`src/verilog/tac_pkg.sv`:
```
// tac_pkg: constants for the temperature adc conversion and register block
package tac_pkg;

  // ************************************************************
  // register pointer codes (low three pointer bits)
  // ************************************************************
  localparam logic [2:0] PTR_TEMP_RESULT = 3'h0; // temperature_result, read only
  localparam logic [2:0] PTR_OPER_CFG = 3'h1; // operating_configuration
  localparam logic [2:0] PTR_HYST_SET = 3'h2; // hysteresis_setpoint
  localparam logic [2:0] PTR_OTEMP_SET = 3'h3; // over_temp_setpoint
  localparam logic [2:0] PTR_VOLT_RESULT = 3'h4; // voltage_conversion_result, read only
  localparam logic [2:0] PTR_SEC_CFG = 3'h5; // secondary_configuration
  localparam int PTR_SEL_W = 3; // decoded pointer bits

  // ************************************************************
  // field positions
  // ************************************************************
  localparam int CFG_CHAN_LSB = 5; // channel select, bits 7..5
  localparam int CFG_FQ_LSB = 3; // fault queue, bits 4..3
  localparam int CFG_POL_BIT = 2; // indicator polarity, 1 = active high
  localparam int CFG_INT_BIT = 1; // 1 = interrupt mode, 0 = comparator
  localparam int CFG_SHDN_BIT = 0; // shutdown
  localparam int SEC_PIN_MODE_BIT = 7; // 1 = start pin only
  localparam int SEC_TEST_BIT = 6; // filter test bit, stored only
  localparam int RES_W = 10; // conversion code width
  localparam int SET_W = 9; // setpoint width

  // ************************************************************
  // reset values
  // ************************************************************
  localparam logic [7:0] OPER_CFG_RST = 8'h00;
  localparam logic [7:0] SEC_CFG_RST = 8'h00;
  localparam logic [8:0] HYST_SET_RST = 9'h096; // plain default, 75 C
  localparam logic [8:0] OTEMP_SET_RST = 9'h0A0; // plain default, 80 C
  localparam logic [2:0] CHAN_TEMP = 3'h0; // temperature_channel code

  // ************************************************************
  // timing
  // ************************************************************
  localparam int CLK_MHZ = 125;
  localparam int HOLD_DELAY_NS = 3000; // wait after an access before hold
  localparam int VOLT_CONV_NS = 15000; // voltage channel conversion
  localparam int TEMP_CONV_NS = 30000; // temperature channel conversion
  localparam int AUTO_PERIOD_US = 355; // automatic interval
  localparam int HOLD_DELAY_CYC = (HOLD_DELAY_NS * CLK_MHZ + 999) / 1000;
  localparam int VOLT_CONV_CYC = (VOLT_CONV_NS * CLK_MHZ) / 1000;
  localparam int TEMP_CONV_CYC = (TEMP_CONV_NS * CLK_MHZ) / 1000;
  localparam int AUTO_PERIOD_CYC = AUTO_PERIOD_US * CLK_MHZ;

  // conversion sequencer states
  typedef enum logic [1:0] {
    ST_IDLE,
    ST_DELAY,
    ST_CONV
  } tac_state_t;

endpackage

```
`src/verilog/tac_core.sv`:
```
// tac_core: conversion sequencer, register bank and over-temperature logic
//
// Contract
// - start pin falling edge holds, starts conversion
// - auto mode converts after each serial access that ends while idle
// - auto mode waits 3 us after an access before hold
// - result after 15 us voltage, 30 us temperature
// - reference amplifier powered only during conversion
// - grounded reference input selects internal reference
// - six data registers plus 8-bit pointer
// - first written byte loads pointer, rest data
// - only low three pointer bits decoded
// - pointer codes map to the six registers
// - temperature 16-bit read only, left justified
// - temperature is 10-bit two's complement
// - configuration fields: channel, queue, polarity, mode
// - configuration bit 0 is shutdown, resets zero
// - channel codes select temperature or voltage inputs
// - fault queue codes give 1,2,4,6 faults
// - secondary bit 7 picks auto or pin mode
// - over-temperature from temperature code versus setpoint
module tac_core #(
  parameter int AUTO_PERIOD = tac_pkg::AUTO_PERIOD_CYC // automatic interval in cycles
) (
  input wire logic CORE_CLK_I,
  input wire logic RST_N_I,
  input wire logic CE_I, // low freezes all state
  input wire logic CONVERSION_START_N_I, // start pin, asynchronous
  input wire logic REFERENCE_INPUT_GND_I, // pin level: reference input grounded
  input wire logic ACC_ACTIVE_I, // serial access in progress
  input wire logic WR_VALID_I, // one written byte
  input wire logic WR_FIRST_I, // this byte is the first of a write
  input wire logic [7:0] WR_DATA_I,
  input wire logic RD_REQ_I, // request next read byte
  input wire logic [9:0] ADC_CODE_I, // converter code, valid at conversion end
  output logic [7:0] RD_DATA_O,
  output logic RD_VALID_O,
  output logic TRACK_HOLD_O, // 1 = hold
  output logic CONV_BUSY_O,
  output logic REF_AMP_ON_O,
  output logic INT_REF_EN_O,
  output logic [2:0] CHANNEL_O,
  output logic OTI_OUT_O, // open drain data, always low
  output logic OTI_OE_N_O // low while pulling the pin down
);

  // ************************************************************
  // elaboration checks
  // ************************************************************
  if (AUTO_PERIOD < tac_pkg::TEMP_CONV_CYC + 2 || AUTO_PERIOD > 65535) begin : g_bad_period
    $error("AUTO_PERIOD outside 16-bit counter or shorter than a conversion");
  end

  // ************************************************************
  // pin synchronisers
  // ************************************************************
  logic [1:0] start_sync_q; // [0] feeds only [1]
  logic start_prev_q; // delayed copy for edge detect
  logic [1:0] refgnd_sync_q; // [0] feeds only [1]
  logic acc_prev_q; // access level last cycle

  // two flops per pin, then edge history
  always_ff @(posedge CORE_CLK_I or negedge RST_N_I) begin
    if (!RST_N_I) begin
      start_sync_q <= 2'b11;
      start_prev_q <= 1'b1;
      refgnd_sync_q <= 2'b00;
      acc_prev_q <= 1'b0;
    end else if (CE_I) begin
      start_sync_q <= {start_sync_q[0], CONVERSION_START_N_I};
      start_prev_q <= start_sync_q[1];
      refgnd_sync_q <= {refgnd_sync_q[0], REFERENCE_INPUT_GND_I};
      acc_prev_q <= ACC_ACTIVE_I;
    end
  end

  wire start_fall = start_prev_q & ~start_sync_q[1]; // pin falling edge
  wire acc_end = acc_prev_q & ~ACC_ACTIVE_I; // access just finished
  wire acc_begin = ~acc_prev_q & ACC_ACTIVE_I; // access just opened

  // ************************************************************
  // register bank
  // ************************************************************
  logic [7:0] ptr_q; // register pointer, all 8 bits stored
  logic [7:0] cfg_q; // operating_configuration
  logic [7:0] sec_q; // secondary_configuration
  logic [8:0] hyst_q; // hysteresis_setpoint, 9 msbs
  logic [8:0] otemp_q; // over_temp_setpoint, 9 msbs
  logic [9:0] temp_res_q; // temperature_result code
  logic [9:0] volt_res_q; // voltage_conversion_result code
  logic wbyte_q; // 0 = next data byte is msb, 1 = lsb
  logic rbyte_q; // 0 = next read byte is msb, 1 = lsb

  wire [2:0] sel = ptr_q[tac_pkg::PTR_SEL_W-1:0];
  wire wr_ptr = WR_VALID_I & WR_FIRST_I;
  wire wr_dat = WR_VALID_I & ~WR_FIRST_I;
  wire wr_cfg = wr_dat & (sel == tac_pkg::PTR_OPER_CFG) & ~wbyte_q;
  wire wr_sec = wr_dat & (sel == tac_pkg::PTR_SEC_CFG) & ~wbyte_q;
  wire wr_hyst = wr_dat & (sel == tac_pkg::PTR_HYST_SET);
  wire wr_otemp = wr_dat & (sel == tac_pkg::PTR_OTEMP_SET);
  wire pin_mode = sec_q[tac_pkg::SEC_PIN_MODE_BIT];
  wire shutdown = cfg_q[tac_pkg::CFG_SHDN_BIT];

  // pointer and byte-position tracking
  always_ff @(posedge CORE_CLK_I or negedge RST_N_I) begin
    if (!RST_N_I) begin
      ptr_q <= 8'h00;
      wbyte_q <= 1'b0;
      rbyte_q <= 1'b0;
    end else if (CE_I) begin
      if (wr_ptr) begin
        ptr_q <= WR_DATA_I;
      end
      // each new access and each pointer load restarts at the msb
      wbyte_q <= (acc_begin || wr_ptr) ? 1'b0 : (wbyte_q | wr_dat);
      rbyte_q <= (acc_begin || wr_ptr) ? 1'b0 : (rbyte_q ^ RD_REQ_I);
    end
  end

  // writable registers: msb byte then optional lsb byte
  always_ff @(posedge CORE_CLK_I or negedge RST_N_I) begin
    if (!RST_N_I) begin
      cfg_q <= tac_pkg::OPER_CFG_RST;
      sec_q <= tac_pkg::SEC_CFG_RST;
      hyst_q <= tac_pkg::HYST_SET_RST;
      otemp_q <= tac_pkg::OTEMP_SET_RST;
    end else if (CE_I) begin
      if (wr_cfg) begin
        cfg_q <= WR_DATA_I;
      end
      if (wr_sec) begin
        sec_q <= {WR_DATA_I[7:6], 6'h00};
      end
      if (wr_hyst && !wbyte_q) begin
        hyst_q[8:1] <= WR_DATA_I;
      end else if (wr_hyst) begin
        hyst_q[0] <= WR_DATA_I[7];
      end
      if (wr_otemp && !wbyte_q) begin
        otemp_q[8:1] <= WR_DATA_I;
      end else if (wr_otemp) begin
        otemp_q[0] <= WR_DATA_I[7];
      end
    end
  end

  // ************************************************************
  // read path
  // ************************************************************
  logic [15:0] rd_word; // selected register, left justified
  always_comb begin
    case (sel)
      tac_pkg::PTR_TEMP_RESULT: rd_word = {temp_res_q, 6'h00};
      tac_pkg::PTR_OPER_CFG: rd_word = {cfg_q, 8'h00};
      tac_pkg::PTR_HYST_SET: rd_word = {hyst_q, 7'h00};
      tac_pkg::PTR_OTEMP_SET: rd_word = {otemp_q, 7'h00};
      tac_pkg::PTR_VOLT_RESULT: rd_word = {volt_res_q, 6'h00};
      tac_pkg::PTR_SEC_CFG: rd_word = {sec_q, 8'h00};
      default: rd_word = 16'h0000; // unused codes read zero
    endcase
  end

  // byte out one cycle after the request; 8-bit registers give msb only
  always_ff @(posedge CORE_CLK_I or negedge RST_N_I) begin
    if (!RST_N_I) begin
      RD_DATA_O <= 8'h00;
      RD_VALID_O <= 1'b0;
    end else if (CE_I) begin
      RD_VALID_O <= RD_REQ_I;
      if (RD_REQ_I) begin
        RD_DATA_O <= rbyte_q ? rd_word[7:0] : rd_word[15:8];
      end
    end
  end

  // ************************************************************
  // conversion sequencer
  // ************************************************************
  tac_pkg::tac_state_t state_q;
  logic [15:0] cnt_q; // delay / conversion cycle counter
  logic [15:0] auto_q; // automatic interval counter
  logic [2:0] chan_q; // channel latched at conversion start
  logic done_q; // one-cycle conversion end pulse

  wire chan_is_temp = (cfg_q[7:5] == tac_pkg::CHAN_TEMP);
  wire [15:0] conv_len = chan_is_temp ? 16'(tac_pkg::TEMP_CONV_CYC) : 16'(tac_pkg::VOLT_CONV_CYC);
  wire auto_hit = ~pin_mode & ~shutdown & (auto_q == 16'(AUTO_PERIOD - 1));
  wire acc_trig = ~pin_mode & ~shutdown & acc_end;
  wire pin_trig = start_fall & ~shutdown;
  wire conv_last = (state_q == tac_pkg::ST_CONV) & (cnt_q == 16'h0000);

  // state machine; triggers during a conversion are dropped
  always_ff @(posedge CORE_CLK_I or negedge RST_N_I) begin
    if (!RST_N_I) begin
      state_q <= tac_pkg::ST_IDLE;
      cnt_q <= 16'h0000;
      chan_q <= tac_pkg::CHAN_TEMP;
      done_q <= 1'b0;
    end else if (CE_I) begin
      done_q <= conv_last;
      case (state_q)
        tac_pkg::ST_IDLE: begin
          if (pin_trig || auto_hit) begin
            state_q <= tac_pkg::ST_CONV;
            cnt_q <= conv_len - 16'h0001;
            chan_q <= cfg_q[7:5];
          end else if (acc_trig) begin
            state_q <= tac_pkg::ST_DELAY;
            cnt_q <= 16'(tac_pkg::HOLD_DELAY_CYC - 1);
          end
        end
        tac_pkg::ST_DELAY: begin
          if (cnt_q == 16'h0000) begin
            state_q <= tac_pkg::ST_CONV;
            cnt_q <= conv_len - 16'h0001;
            chan_q <= cfg_q[7:5];
          end else begin
            cnt_q <= cnt_q - 16'h0001;
          end
        end
        tac_pkg::ST_CONV: begin
          if (cnt_q == 16'h0000) begin
            state_q <= tac_pkg::ST_IDLE;
          end else begin
            cnt_q <= cnt_q - 16'h0001;
          end
        end
        default: state_q <= tac_pkg::ST_IDLE;
      endcase
    end
  end

  // automatic interval restarts with the oscillator after each access
  always_ff @(posedge CORE_CLK_I or negedge RST_N_I) begin
    if (!RST_N_I) begin
      auto_q <= 16'h0000;
    end else if (CE_I) begin
      auto_q <= (pin_mode || shutdown || acc_end || auto_hit) ? 16'h0000 : auto_q + 16'h0001;
    end
  end

  // result capture: temperature channel writes only temperature_result, every other channel voltage_conversion_result
  always_ff @(posedge CORE_CLK_I or negedge RST_N_I) begin
    if (!RST_N_I) begin
      temp_res_q <= 10'h000;
      volt_res_q <= 10'h000;
    end else if (CE_I && conv_last) begin
      if (chan_q == tac_pkg::CHAN_TEMP) begin
        temp_res_q <= ADC_CODE_I;
      end else begin
        volt_res_q <= ADC_CODE_I;
      end
    end
  end

  // analog controls follow the state; master owns acquisition spacing
  assign TRACK_HOLD_O = (state_q == tac_pkg::ST_CONV);
  assign CONV_BUSY_O = (state_q == tac_pkg::ST_CONV);
  assign REF_AMP_ON_O = (state_q == tac_pkg::ST_CONV) & refgnd_sync_q[1];
  assign INT_REF_EN_O = refgnd_sync_q[1];
  assign CHANNEL_O = (state_q == tac_pkg::ST_CONV) ? chan_q : cfg_q[7:5];

  // ************************************************************
  // over-temperature indicator
  // ************************************************************
  logic [2:0] fault_q; // consecutive over-limit count
  logic [2:0] clear_q; // consecutive under-hysteresis count
  logic oti_q; // indicator active
  logic [2:0] fq_need; // faults required

  // fault queue depth
  always_comb begin
    case (cfg_q[tac_pkg::CFG_FQ_LSB +: 2])
      2'b00: fq_need = 3'd1;
      2'b01: fq_need = 3'd2;
      2'b10: fq_need = 3'd4;
      default: fq_need = 3'd6;
    endcase
  end

  // 9 msbs of the signed code against the signed setpoints
  wire temp_done = done_q & (chan_q == tac_pkg::CHAN_TEMP);
  wire over = $signed(temp_res_q[9:1]) >= $signed(otemp_q);
  wire under = $signed(temp_res_q[9:1]) < $signed(hyst_q);
  wire int_mode = cfg_q[tac_pkg::CFG_INT_BIT];

  // comparator: clears below hysteresis; interrupt: clears on a read
  always_ff @(posedge CORE_CLK_I or negedge RST_N_I) begin
    if (!RST_N_I) begin
      fault_q <= 3'd0;
      clear_q <= 3'd0;
      oti_q <= 1'b0;
    end else if (CE_I) begin
      if (temp_done) begin
        fault_q <= over ? ((fault_q == 3'd7) ? fault_q : fault_q + 3'd1) : 3'd0;
        clear_q <= under ? ((clear_q == 3'd7) ? clear_q : clear_q + 3'd1) : 3'd0;
      end
      // a new trip in the same cycle as a read clear wins
      if (temp_done && over && ({1'b0, fault_q} + 4'h1 >= {1'b0, fq_need})) begin
        oti_q <= 1'b1;
      end else if (int_mode && RD_REQ_I) begin
        oti_q <= 1'b0;
      end else if (!int_mode && temp_done && under && ({1'b0, clear_q} + 4'h1 >= {1'b0, fq_need})) begin
        oti_q <= 1'b0;
      end
    end
  end

  // active high polarity releases the pin when active
  assign OTI_OUT_O = 1'b0;
  assign OTI_OE_N_O = cfg_q[tac_pkg::CFG_POL_BIT] ? oti_q : ~oti_q;

  // ************************************************************
  // assertions
  // ************************************************************
  logic [15:0] conv_age_q; // cycles spent in conversion
  always_ff @(posedge CORE_CLK_I or negedge RST_N_I) begin
    if (!RST_N_I) begin
      conv_age_q <= 16'h0000;
    end else if (CE_I) begin
      conv_age_q <= (state_q == tac_pkg::ST_CONV) ? conv_age_q + 16'h0001 : 16'h0000;
    end
  end

  a_pin_start_hold: assert property (@(posedge CORE_CLK_I) disable iff (!RST_N_I)
    (CE_I && pin_trig && state_q == tac_pkg::ST_IDLE) |=> TRACK_HOLD_O)
    else $error("start pin edge did not enter hold");
  a_access_delay: assert property (@(posedge CORE_CLK_I) disable iff (!RST_N_I)
    (CE_I && acc_trig && state_q == tac_pkg::ST_IDLE && !auto_hit && !pin_trig) |=>
      (!TRACK_HOLD_O && state_q == tac_pkg::ST_DELAY))
    else $error("access end did not start the hold delay");
  a_access_conv: assert property (@(posedge CORE_CLK_I) disable iff (!RST_N_I)
    (state_q == tac_pkg::ST_DELAY && cnt_q == 16'h0000 && CE_I) |=> TRACK_HOLD_O)
    else $error("delay did not end in a conversion");
  a_conv_length: assert property (@(posedge CORE_CLK_I) disable iff (!RST_N_I)
    (CE_I && conv_last) |-> (conv_age_q + 16'h0001 ==
      ((chan_q == tac_pkg::CHAN_TEMP) ? 16'(tac_pkg::TEMP_CONV_CYC) : 16'(tac_pkg::VOLT_CONV_CYC))))
    else $error("conversion length wrong for channel");
  a_ref_amp: assert property (@(posedge CORE_CLK_I) disable iff (!RST_N_I)
    REF_AMP_ON_O |-> (TRACK_HOLD_O && INT_REF_EN_O))
    else $error("reference amplifier on outside a conversion");
  a_ptr_load: assert property (@(posedge CORE_CLK_I) disable iff (!RST_N_I)
    (CE_I && wr_ptr) |=> (ptr_q == $past(WR_DATA_I)))
    else $error("first written byte not taken as pointer");
  a_temp_read: assert property (@(posedge CORE_CLK_I) disable iff (!RST_N_I)
    (CE_I && RD_REQ_I && rbyte_q && sel == tac_pkg::PTR_TEMP_RESULT) |=>
      (RD_DATA_O[5:0] == 6'h00 && RD_VALID_O))
    else $error("temperature low bits not zero");
  a_shutdown_idle: assert property (@(posedge CORE_CLK_I) disable iff (!RST_N_I)
    (shutdown && state_q == tac_pkg::ST_IDLE) |=> !TRACK_HOLD_O)
    else $error("conversion started in shutdown");
  a_result_route: assert property (@(posedge CORE_CLK_I) disable iff (!RST_N_I)
    (CE_I && conv_last && chan_q != tac_pkg::CHAN_TEMP) |=> $stable(temp_res_q))
    else $error("voltage conversion changed temperature result");
  a_fault_trip: assert property (@(posedge CORE_CLK_I) disable iff (!RST_N_I)
    (CE_I && !oti_q && !(temp_done && over && {1'b0, fault_q} + 4'h1 >= {1'b0, fq_need})) |=> !oti_q)
    else $error("indicator tripped before the fault queue filled");

  c_pin_conv: cover property (@(posedge CORE_CLK_I) disable iff (!RST_N_I) pin_trig ##1 TRACK_HOLD_O);
  c_access_conv: cover property (@(posedge CORE_CLK_I) disable iff (!RST_N_I)
    state_q == tac_pkg::ST_DELAY ##1 state_q == tac_pkg::ST_CONV);
  c_auto_conv: cover property (@(posedge CORE_CLK_I) disable iff (!RST_N_I) auto_hit);
  c_oti_trip: cover property (@(posedge CORE_CLK_I) disable iff (!RST_N_I) !oti_q ##1 oti_q);
endmodule

```
`config.mk`:
```
export PLATFORM = sky130hd
export DESIGN_NAME = tac_core
export DESIGN_NICKNAME = d
export VERILOG_FILES = /design/src/verilog/tac_pkg.sv /design/src/verilog/tac_core.sv
export SDC_FILE = /design/constraint.sdc
export NUM_CORES = 1
export LEC_CHECK = 0
export BUFFER_PORTS_ARGS = -buffer_cell sky130_fd_sc_hd__clkbuf_2
export CORE_UTILIZATION = 52
export DETAILED_ROUTE_END_ITERATION = 6
export GPL_TIMING_DRIVEN = 0
export PLACE_DENSITY = 0.7
export SETUP_SLACK_MARGIN = 0.2
export SLEW_MARGIN = 20
export SYNTH_ARGS = -nofsm -noshare
export SYNTH_HDL_FRONTEND = slang
export SYNTH_SLANG_ARGS = --single-unit
```
`constraint.sdc`:
```
create_clock -name CORE_CLK_I -period 6.82 [get_ports CORE_CLK_I]
set_input_delay 1.705 -clock CORE_CLK_I [delete_from_list [all_inputs] [get_ports CORE_CLK_I]]
set_output_delay 1.705 -clock CORE_CLK_I [all_outputs]
set_load 0.01 [all_outputs]
```
# Word level (Yosys, flattened, before mapping)
# Index checks and enable logic that the tools add are counted.
word_totals:
  ff_bits: 113
  inputBits: 27
op_classes:
  add_sub_neg: 7
  order_cmp: 4
  n_eq_ne: 19
  mux: 29
  bitwise: 31
  reduce_logical: 41
op_table:
  columns: ["cell", "count"]
  rows:
  - ["16-bit case mux with 6 select lines", 1]
  - ["16-bit 2-to-1 mux", 5]
  - ["16-bit case mux with 3 select lines", 1]
  - ["3-bit 2-to-1 mux", 7]
  - ["1-bit bitwise AND", 18]
  - ["2-bit AND reduction", 9]
  - ["16-bit by 1-bit adder with 16-bit output (second input constant)", 1]
  - ["16-bit == test (second input constant)", 1]
  - ["16-bit zero test", 1]
  - ["16-bit by 1-bit subtractor with 16-bit output (second input constant)", 1]
  - ["12-bit by 1-bit subtractor with 13-bit output (second input constant)", 1]
  - ["3-bit == test (second input constant)", 4]
  - ["12-bit 2-to-1 mux", 1]
  - ["3-bit AND reduction", 4]
  - ["4-bit AND reduction", 3]
  - ["1-bit inverter", 11]
  - ["2-bit inequality test (second input constant)", 5]
  - ["9-bit >= comparator", 1]
  - ["1-bit logical AND", 9]
  - ["3-bit zero test", 3]
  - ["9-bit < comparator", 1]
  - ["3-bit case mux with 3 select lines", 1]
  - ["3-bit by 1-bit adder with 4-bit output (second input constant)", 2]
  - ["4-bit by 3-bit >= comparator with 1-bit output", 2]
  - ["other kinds (19)", 38]

# Logic depth before layout (Yosys ltp)
logic_depth:
  word_depth: 8
  mapped_depth: 9

# Worst setup path before layout
# OpenSTA, ideal clock, no wires.
synth_timing:
  path_type: "in2reg"
  start: "input ACC_ACTIVE_I"
  end: "register cnt_q[12]"
  setup_time_ns: 0.110
  t_arrival_ns: 3.048
  required_time_ns: 6.710
  slack_ns: 3.662
  cell_stages: 6
  path_cell_list: "nand2b_1 o311a_1 o21ai_1 nand3_1 or2_2 o41ai_1"
synth_via:
  elab_chain_len: 5
synth_rtl:
  columns: ["item", "line", "text"]
  rows:
  - ["start: declaration", "tac_core.sv:30", "input wire logic ACC_ACTIVE_I,"]
  - ["1-bit inverter", "tac_core.sv:78", "wire acc_end = acc_prev_q & ~ACC_ACTIVE_I;"]
  - ["1-bit bitwise AND", "tac_core.sv:78", null]
  - ["1-bit bitwise AND", "tac_core.sv:188", "wire acc_trig = ~pin_mode & ~shutdown & acc_end;"]
  - ["3-bit inequality test (no line)", null, null]
  - ["4-bit AND reduction (no line)", null, null]
  - ["end signal: assignment", "tac_core.sv:205", "cnt_q <= conv_len - 16'h0001;"]
  - ["end signal: assignment", "tac_core.sv:209", "cnt_q <= 16'(tac_pkg::HOLD_DELAY_CYC - 1);"]
  - ["end signal: assignment", "tac_core.sv:215", "cnt_q <= conv_len - 16'h0001;"]
  - ["end: declaration", "tac_core.sv:180", "logic [15:0] cnt_q;"]
# No other way between the ends.
# A chain may end at the register's enable or synchronous reset.

# Final worst setup path
layout_timing:
  start: "register state_q[0]"
  end: "output CHANNEL_O[2]"
layout_via:
  elab_chain_len: 2
layout_rtl:
  columns: ["item", "line", "text"]
  rows:
  - ["start: declaration", "tac_core.sv:179", "tac_pkg::tac_state_t state_q;"]
  - ["start signal: assignment", "tac_core.sv:195", "state_q <= tac_pkg::ST_IDLE;"]
  - ["start signal: assignment", "tac_core.sv:204", "state_q <= tac_pkg::ST_CONV;"]
  - ["start signal: assignment", "tac_core.sv:208", "state_q <= tac_pkg::ST_DELAY;"]
  - ["2-bit == test", "tac_core.sv:261", "assign CHANNEL_O = (state_q == tac_pkg::ST_CONV) ? chan_q : cfg_q[7:5];"]
  - ["3-bit 2-to-1 mux", "tac_core.sv:261", null]
  - ["end: declaration", "tac_core.sv:42", "output logic [2:0] CHANNEL_O,"]
# No other way between the ends.

==> results.txt <==
The total power is 3070 uW. The critical path crosses 5 cells after its start point. The run finished, with violations left.

The antenna diode count came out at 0. The path type of the worst min-delay path is reg -> reg. The cell with the largest stage delay on the worst path is sky130_fd_sc_hd__dfrtp_1. The power density relative to cell area came out at 411 mW/mm^2.

The largest fanout on the critical path is 10. The number of nets handed over by synthesis was 692. The critical path required time is 5.12 ns. Sequential elements use 44.6% of the synthesized area. Along the worst hold path, the cell count comes to 1. The final layout contains 755 nets. Grouping stages by cell kind, the critical path spends the most delay in buffers and inverters. The global-route total usage across every layer is 26.3%. The area added between synthesis and finish is 17.3%. The total number of H-tree levels is 4. The die span in y is 113 um. The largest stage delay on the critical path came out at 0.41 ns. Detailed placement ended at an HPWL of 11.0 mm. The hold-fix buffer count after cts is 0. The total leakage power came out at 0.00341 uW. Synthesis handed over a netlist of 630 instances. The worst path uses 52.6% of the clock period.

The count of state elements after synthesis is 113. The global-route wire length before repair is 25.4 mm. The clock transition at the register clock pins on the worst setup and hold paths after CTS came out at 0.05 ns. The synthesized area per cell is 10.1 um^2.

The checks that failed: design-rule violations. The number of ports placed on the die boundary is 45. The longest clock path from root to sink contains 2 buffers. The detail route stage leaves a number of antenna-violating nets equal to 0. The average vias per placed instance came out at 5.88. After synthesis, the cell types taking the most area are sky130_fd_sc_hd__dfrtp_1 (41%), sky130_fd_sc_hd__ha_1 (6.9%), sky130_fd_sc_hd__mux2_2 (6.5%). The critical path goes through inv_1 > ha_1 > buf_2 > mux2_2 > clkbuf_2.

The biggest area contributor in the post-synthesis netlist is sky130_fd_sc_hd__dfrtp_1. STA puts the critical path data arrival time at 1.88 ns. The number of different library cells used by synthesis comes to 66. The core outline area came out at 0.0120 mm^2. CTS placed an instance of sky130_fd_sc_hd__clkbuf_16 at the clock tree root.

The TritonCTS clock tree is yes. The wire length reported by the detailed router is 15.2 mm. The congestion estimate from routability-driven global placement came to 0.898. The row count is 40.

The number of buffers and inverters on the critical path came out at 3. Setup repair after global routing left no endpoint under its margin. Summing over every cut layer, the via total after detailed routing is 5014. VDD sags by at most 0.285 mV.

The number of flops mapped to enable cells by yosys is 0. The Yosys step of the flow raised 0 warnings. The area share of the largest cell type after synthesis is 40.8%. The initial antenna violation count came to 0.

Post-CTS timing repair inserted 0 buffers for setup. After synthesis, the most frequently instantiated cells are sky130_fd_sc_hd__dfrtp_1 (104), sky130_fd_sc_hd__nand2_1 (63), sky130_fd_sc_hd__o21ai_0 (62), sky130_fd_sc_hd__mux2_2 (37), sky130_fd_sc_hd__nor2_1 (37). The number of max-cap violations is 0.

The total die area came out at 0.0127 mm^2. The critical path class is reg -> out. The number of gates given a new drive strength after cts came out at 0. The most common cell in the synthesized netlist is sky130_fd_sc_hd__dfrtp_1. The transition time of the tightest slew-check pin came out at 0.873 ns. The area of the mapped netlist is 0.00637 mm^2. The hold violation total from the final report is 0. After detailed routing, the average wire length per cell comes to 17.8 um. The worst setup skew after layout is 0.00783 ns. The total overflow left after global routing is 0.

The starting density of the core is 53.3%. The worst setup path is launched from a register. The fraction of registers with async set/reset is 100%. The logic depth of the worst register-to-register path came out at 6. The number of remaining DRC errors is 2. The fmax is 0.279 GHz. The smallest clock period supported by the final layout is computed as 3.59 ns. The final count of negative-setup-slack endpoints came out at 0. The count of port buffers added during placement came out at 43. The horizontal die dimension came out at 113 um. The number of design-rule violations left by the first detailed-router iteration is 263. The pin count of the biggest net entering global routing is 72. The detailed-routing iteration count for the pre-antenna-repair pass is 7.

The worst slew slack as a fraction of its limit came out at 41.4%. The CTS sink count is 113. The most used flip-flop cell after synthesis is sky130_fd_sc_hd__dfrtp_1. The count of pins over their slew limit came out at 0. The number of global-route vias before repair is 5197. The share of layout cells above drive strength 1 is 23.1%. The number of clock buffers added by TritonCTS is 17. The total negative slack for setup checks came out at 0 ns. STA classifies the critical path endpoint as an output port. The clock reaches the later pin of the worst-skew pair after 0.42 ns.
per-stage QoR:
| step | area [um^2] | std cells | util, % | setup WS (ns) | hold WS, ns |
|---|---|---|---|---|---|
| after floorplan | 6370 | 630 | - | 3.66 | 0.437 |
| after global placement | 6770 | 820 | 56.6 | 2.42 | 0.463 |
| after detailed placement | 6810 | 821 | 57.0 | 3.18 | 0.468 |
| after CTS | 7470 | 853 | 62.4 | 3.22 | 0.476 |
| after global routing | 7470 | 853 | 62.5 | 3.10 | 0.507 |
| final | 7470 | 853 | 62.5 | 3.23 | 0.467 |
cells in the final DEF, fill, tap and decap left out, types with 4 or more instances in the layout:
master | synthesis | routed
sky130_fd_sc_hd__dfstp_2 | 9 | 9
sky130_fd_sc_hd__mux2_4 | 10 | 10
sky130_fd_sc_hd__clkbuf_2 | 0 | 42
sky130_fd_sc_hd__ha_1 | 35 | 35
sky130_fd_sc_hd__a21o_1 | 5 | 5
sky130_fd_sc_hd__nand2b_1 | 8 | 8
sky130_fd_sc_hd__or4_1 | 4 | 4
sky130_fd_sc_hd__mux2i_1 | 6 | 6
sky130_fd_sc_hd__clkinvlp_4 | 0 | 4
sky130_fd_sc_hd__nor2_1 | 37 | 37
sky130_fd_sc_hd__o22ai_1 | 4 | 4
sky130_fd_sc_hd__clkbuf_16 | 0 | 17
sky130_fd_sc_hd__nand2_1 | 63 | 63
sky130_fd_sc_hd__o31ai_1 | 7 | 7
sky130_fd_sc_hd__o211ai_1 | 4 | 4
sky130_fd_sc_hd__a22o_1 | 9 | 9
sky130_fd_sc_hd__or3_1 | 5 | 5
sky130_fd_sc_hd__clkbuf_1 | 13 | 13
sky130_fd_sc_hd__a21oi_1 | 27 | 27
sky130_fd_sc_hd__inv_1 | 34 | 34
sky130_fd_sc_hd__bufinv_16 | 0 | 5
sky130_fd_sc_hd__mux4_2 | 6 | 6
sky130_fd_sc_hd__mux2_2 | 37 | 37
sky130_fd_sc_hd__nand3_1 | 16 | 16
sky130_fd_sc_hd__xnor2_1 | 6 | 6
sky130_fd_sc_hd__nor3_1 | 17 | 17
sky130_fd_sc_hd__o21ai_0 | 62 | 62
sky130_fd_sc_hd__nand4_1 | 5 | 5
sky130_fd_sc_hd__dfrtp_1 | 104 | 104
sky130_fd_sc_hd__a31oi_1 | 8 | 8
sky130_fd_sc_hd__nor3b_1 | 4 | 4
sky130_fd_sc_hd__xor2_1 | 9 | 9
sky130_fd_sc_hd__nor2b_1 | 12 | 12
sky130_fd_sc_hd__o21a_1 | 5 | 5
per-layer routing:
metal  track usage (%)  part of all wire [%]  wire length, um
met5                 0                     0                0
met4              10.8                   2.3              344
met3              6.96                   5.2              788
met2              46.0                    51             7790
met1              30.7                    41             6250
report_power, final:
part / total [uW] / switching [uW] / internal, uW
Sequential: 1030 / 172 / 860
Clock: 973 / 317 / 655
Combinational: 1070 / 599 / 471
Total: 3070 / 1090 / 1990
registers in the layout, indices dropped and copies added (netlist names), 3 cells and up:
register	count
auto_q	16
cnt_q	16
temp_res_q	10
volt_res_q	10
hyst_q	9
otemp_q	9
RD_DATA_O	8
cfg_q	8
chan_q	3
clear_q	3
fault_q	3
ptr_q	3
worst paths after layout:
path                            slack [ns]             to       start
worst max-delay path                  3.23   CHANNEL_O[2]  state_q[0]
worst min-delay path                  0.47      cnt_q[15]   cnt_q[15]
worst max register to register        4.14  temp_res_q[6]    cnt_q[7]
worst min register to register        0.47      cnt_q[15]   cnt_q[15]
max in group asynchronous             4.92     otemp_q[7]     RST_N_I
min in group asynchronous             1.21       cfg_q[3]     RST_N_I
worst register-to-register path, cell delays in order, from the launching register on:
cell	delay, ns
sky130_fd_sc_hd__dfrtp_1	0.45
sky130_fd_sc_hd__or4_4	0.60
sky130_fd_sc_hd__nor4_4	0.43
sky130_fd_sc_hd__nand3_1	0.20
sky130_fd_sc_hd__nor2_1	0.26
sky130_fd_sc_hd__buf_4	0.26
sky130_fd_sc_hd__mux2_2	0.37
cell type report:
type | count | area, um^2
Clock buffer | 18 | 439
Fill cell | 990 | 4490
Multi-Input combinational cell | 460 | 3300
Inverter | 34 | 128
Tap cell | 147 | 184
Clock inverter | 14 | 213
Buffer | 23 | 116
Timing Repair Buffer | 44 | 251
Sequential cell | 113 | 2840
kinds of logic after synthesis:
group	Yosys count	synth area share, %
fa+ha+maj	35	6.87
other cells	1	0.0588
compound gates	150	14.3
mux	59	12.0
buf+inv	57	3.83
flops	113	44.6
xor+xnor	15	2.06
simple gates	200	16.3
No activity file was read; power rests on OpenSTA's default activity.
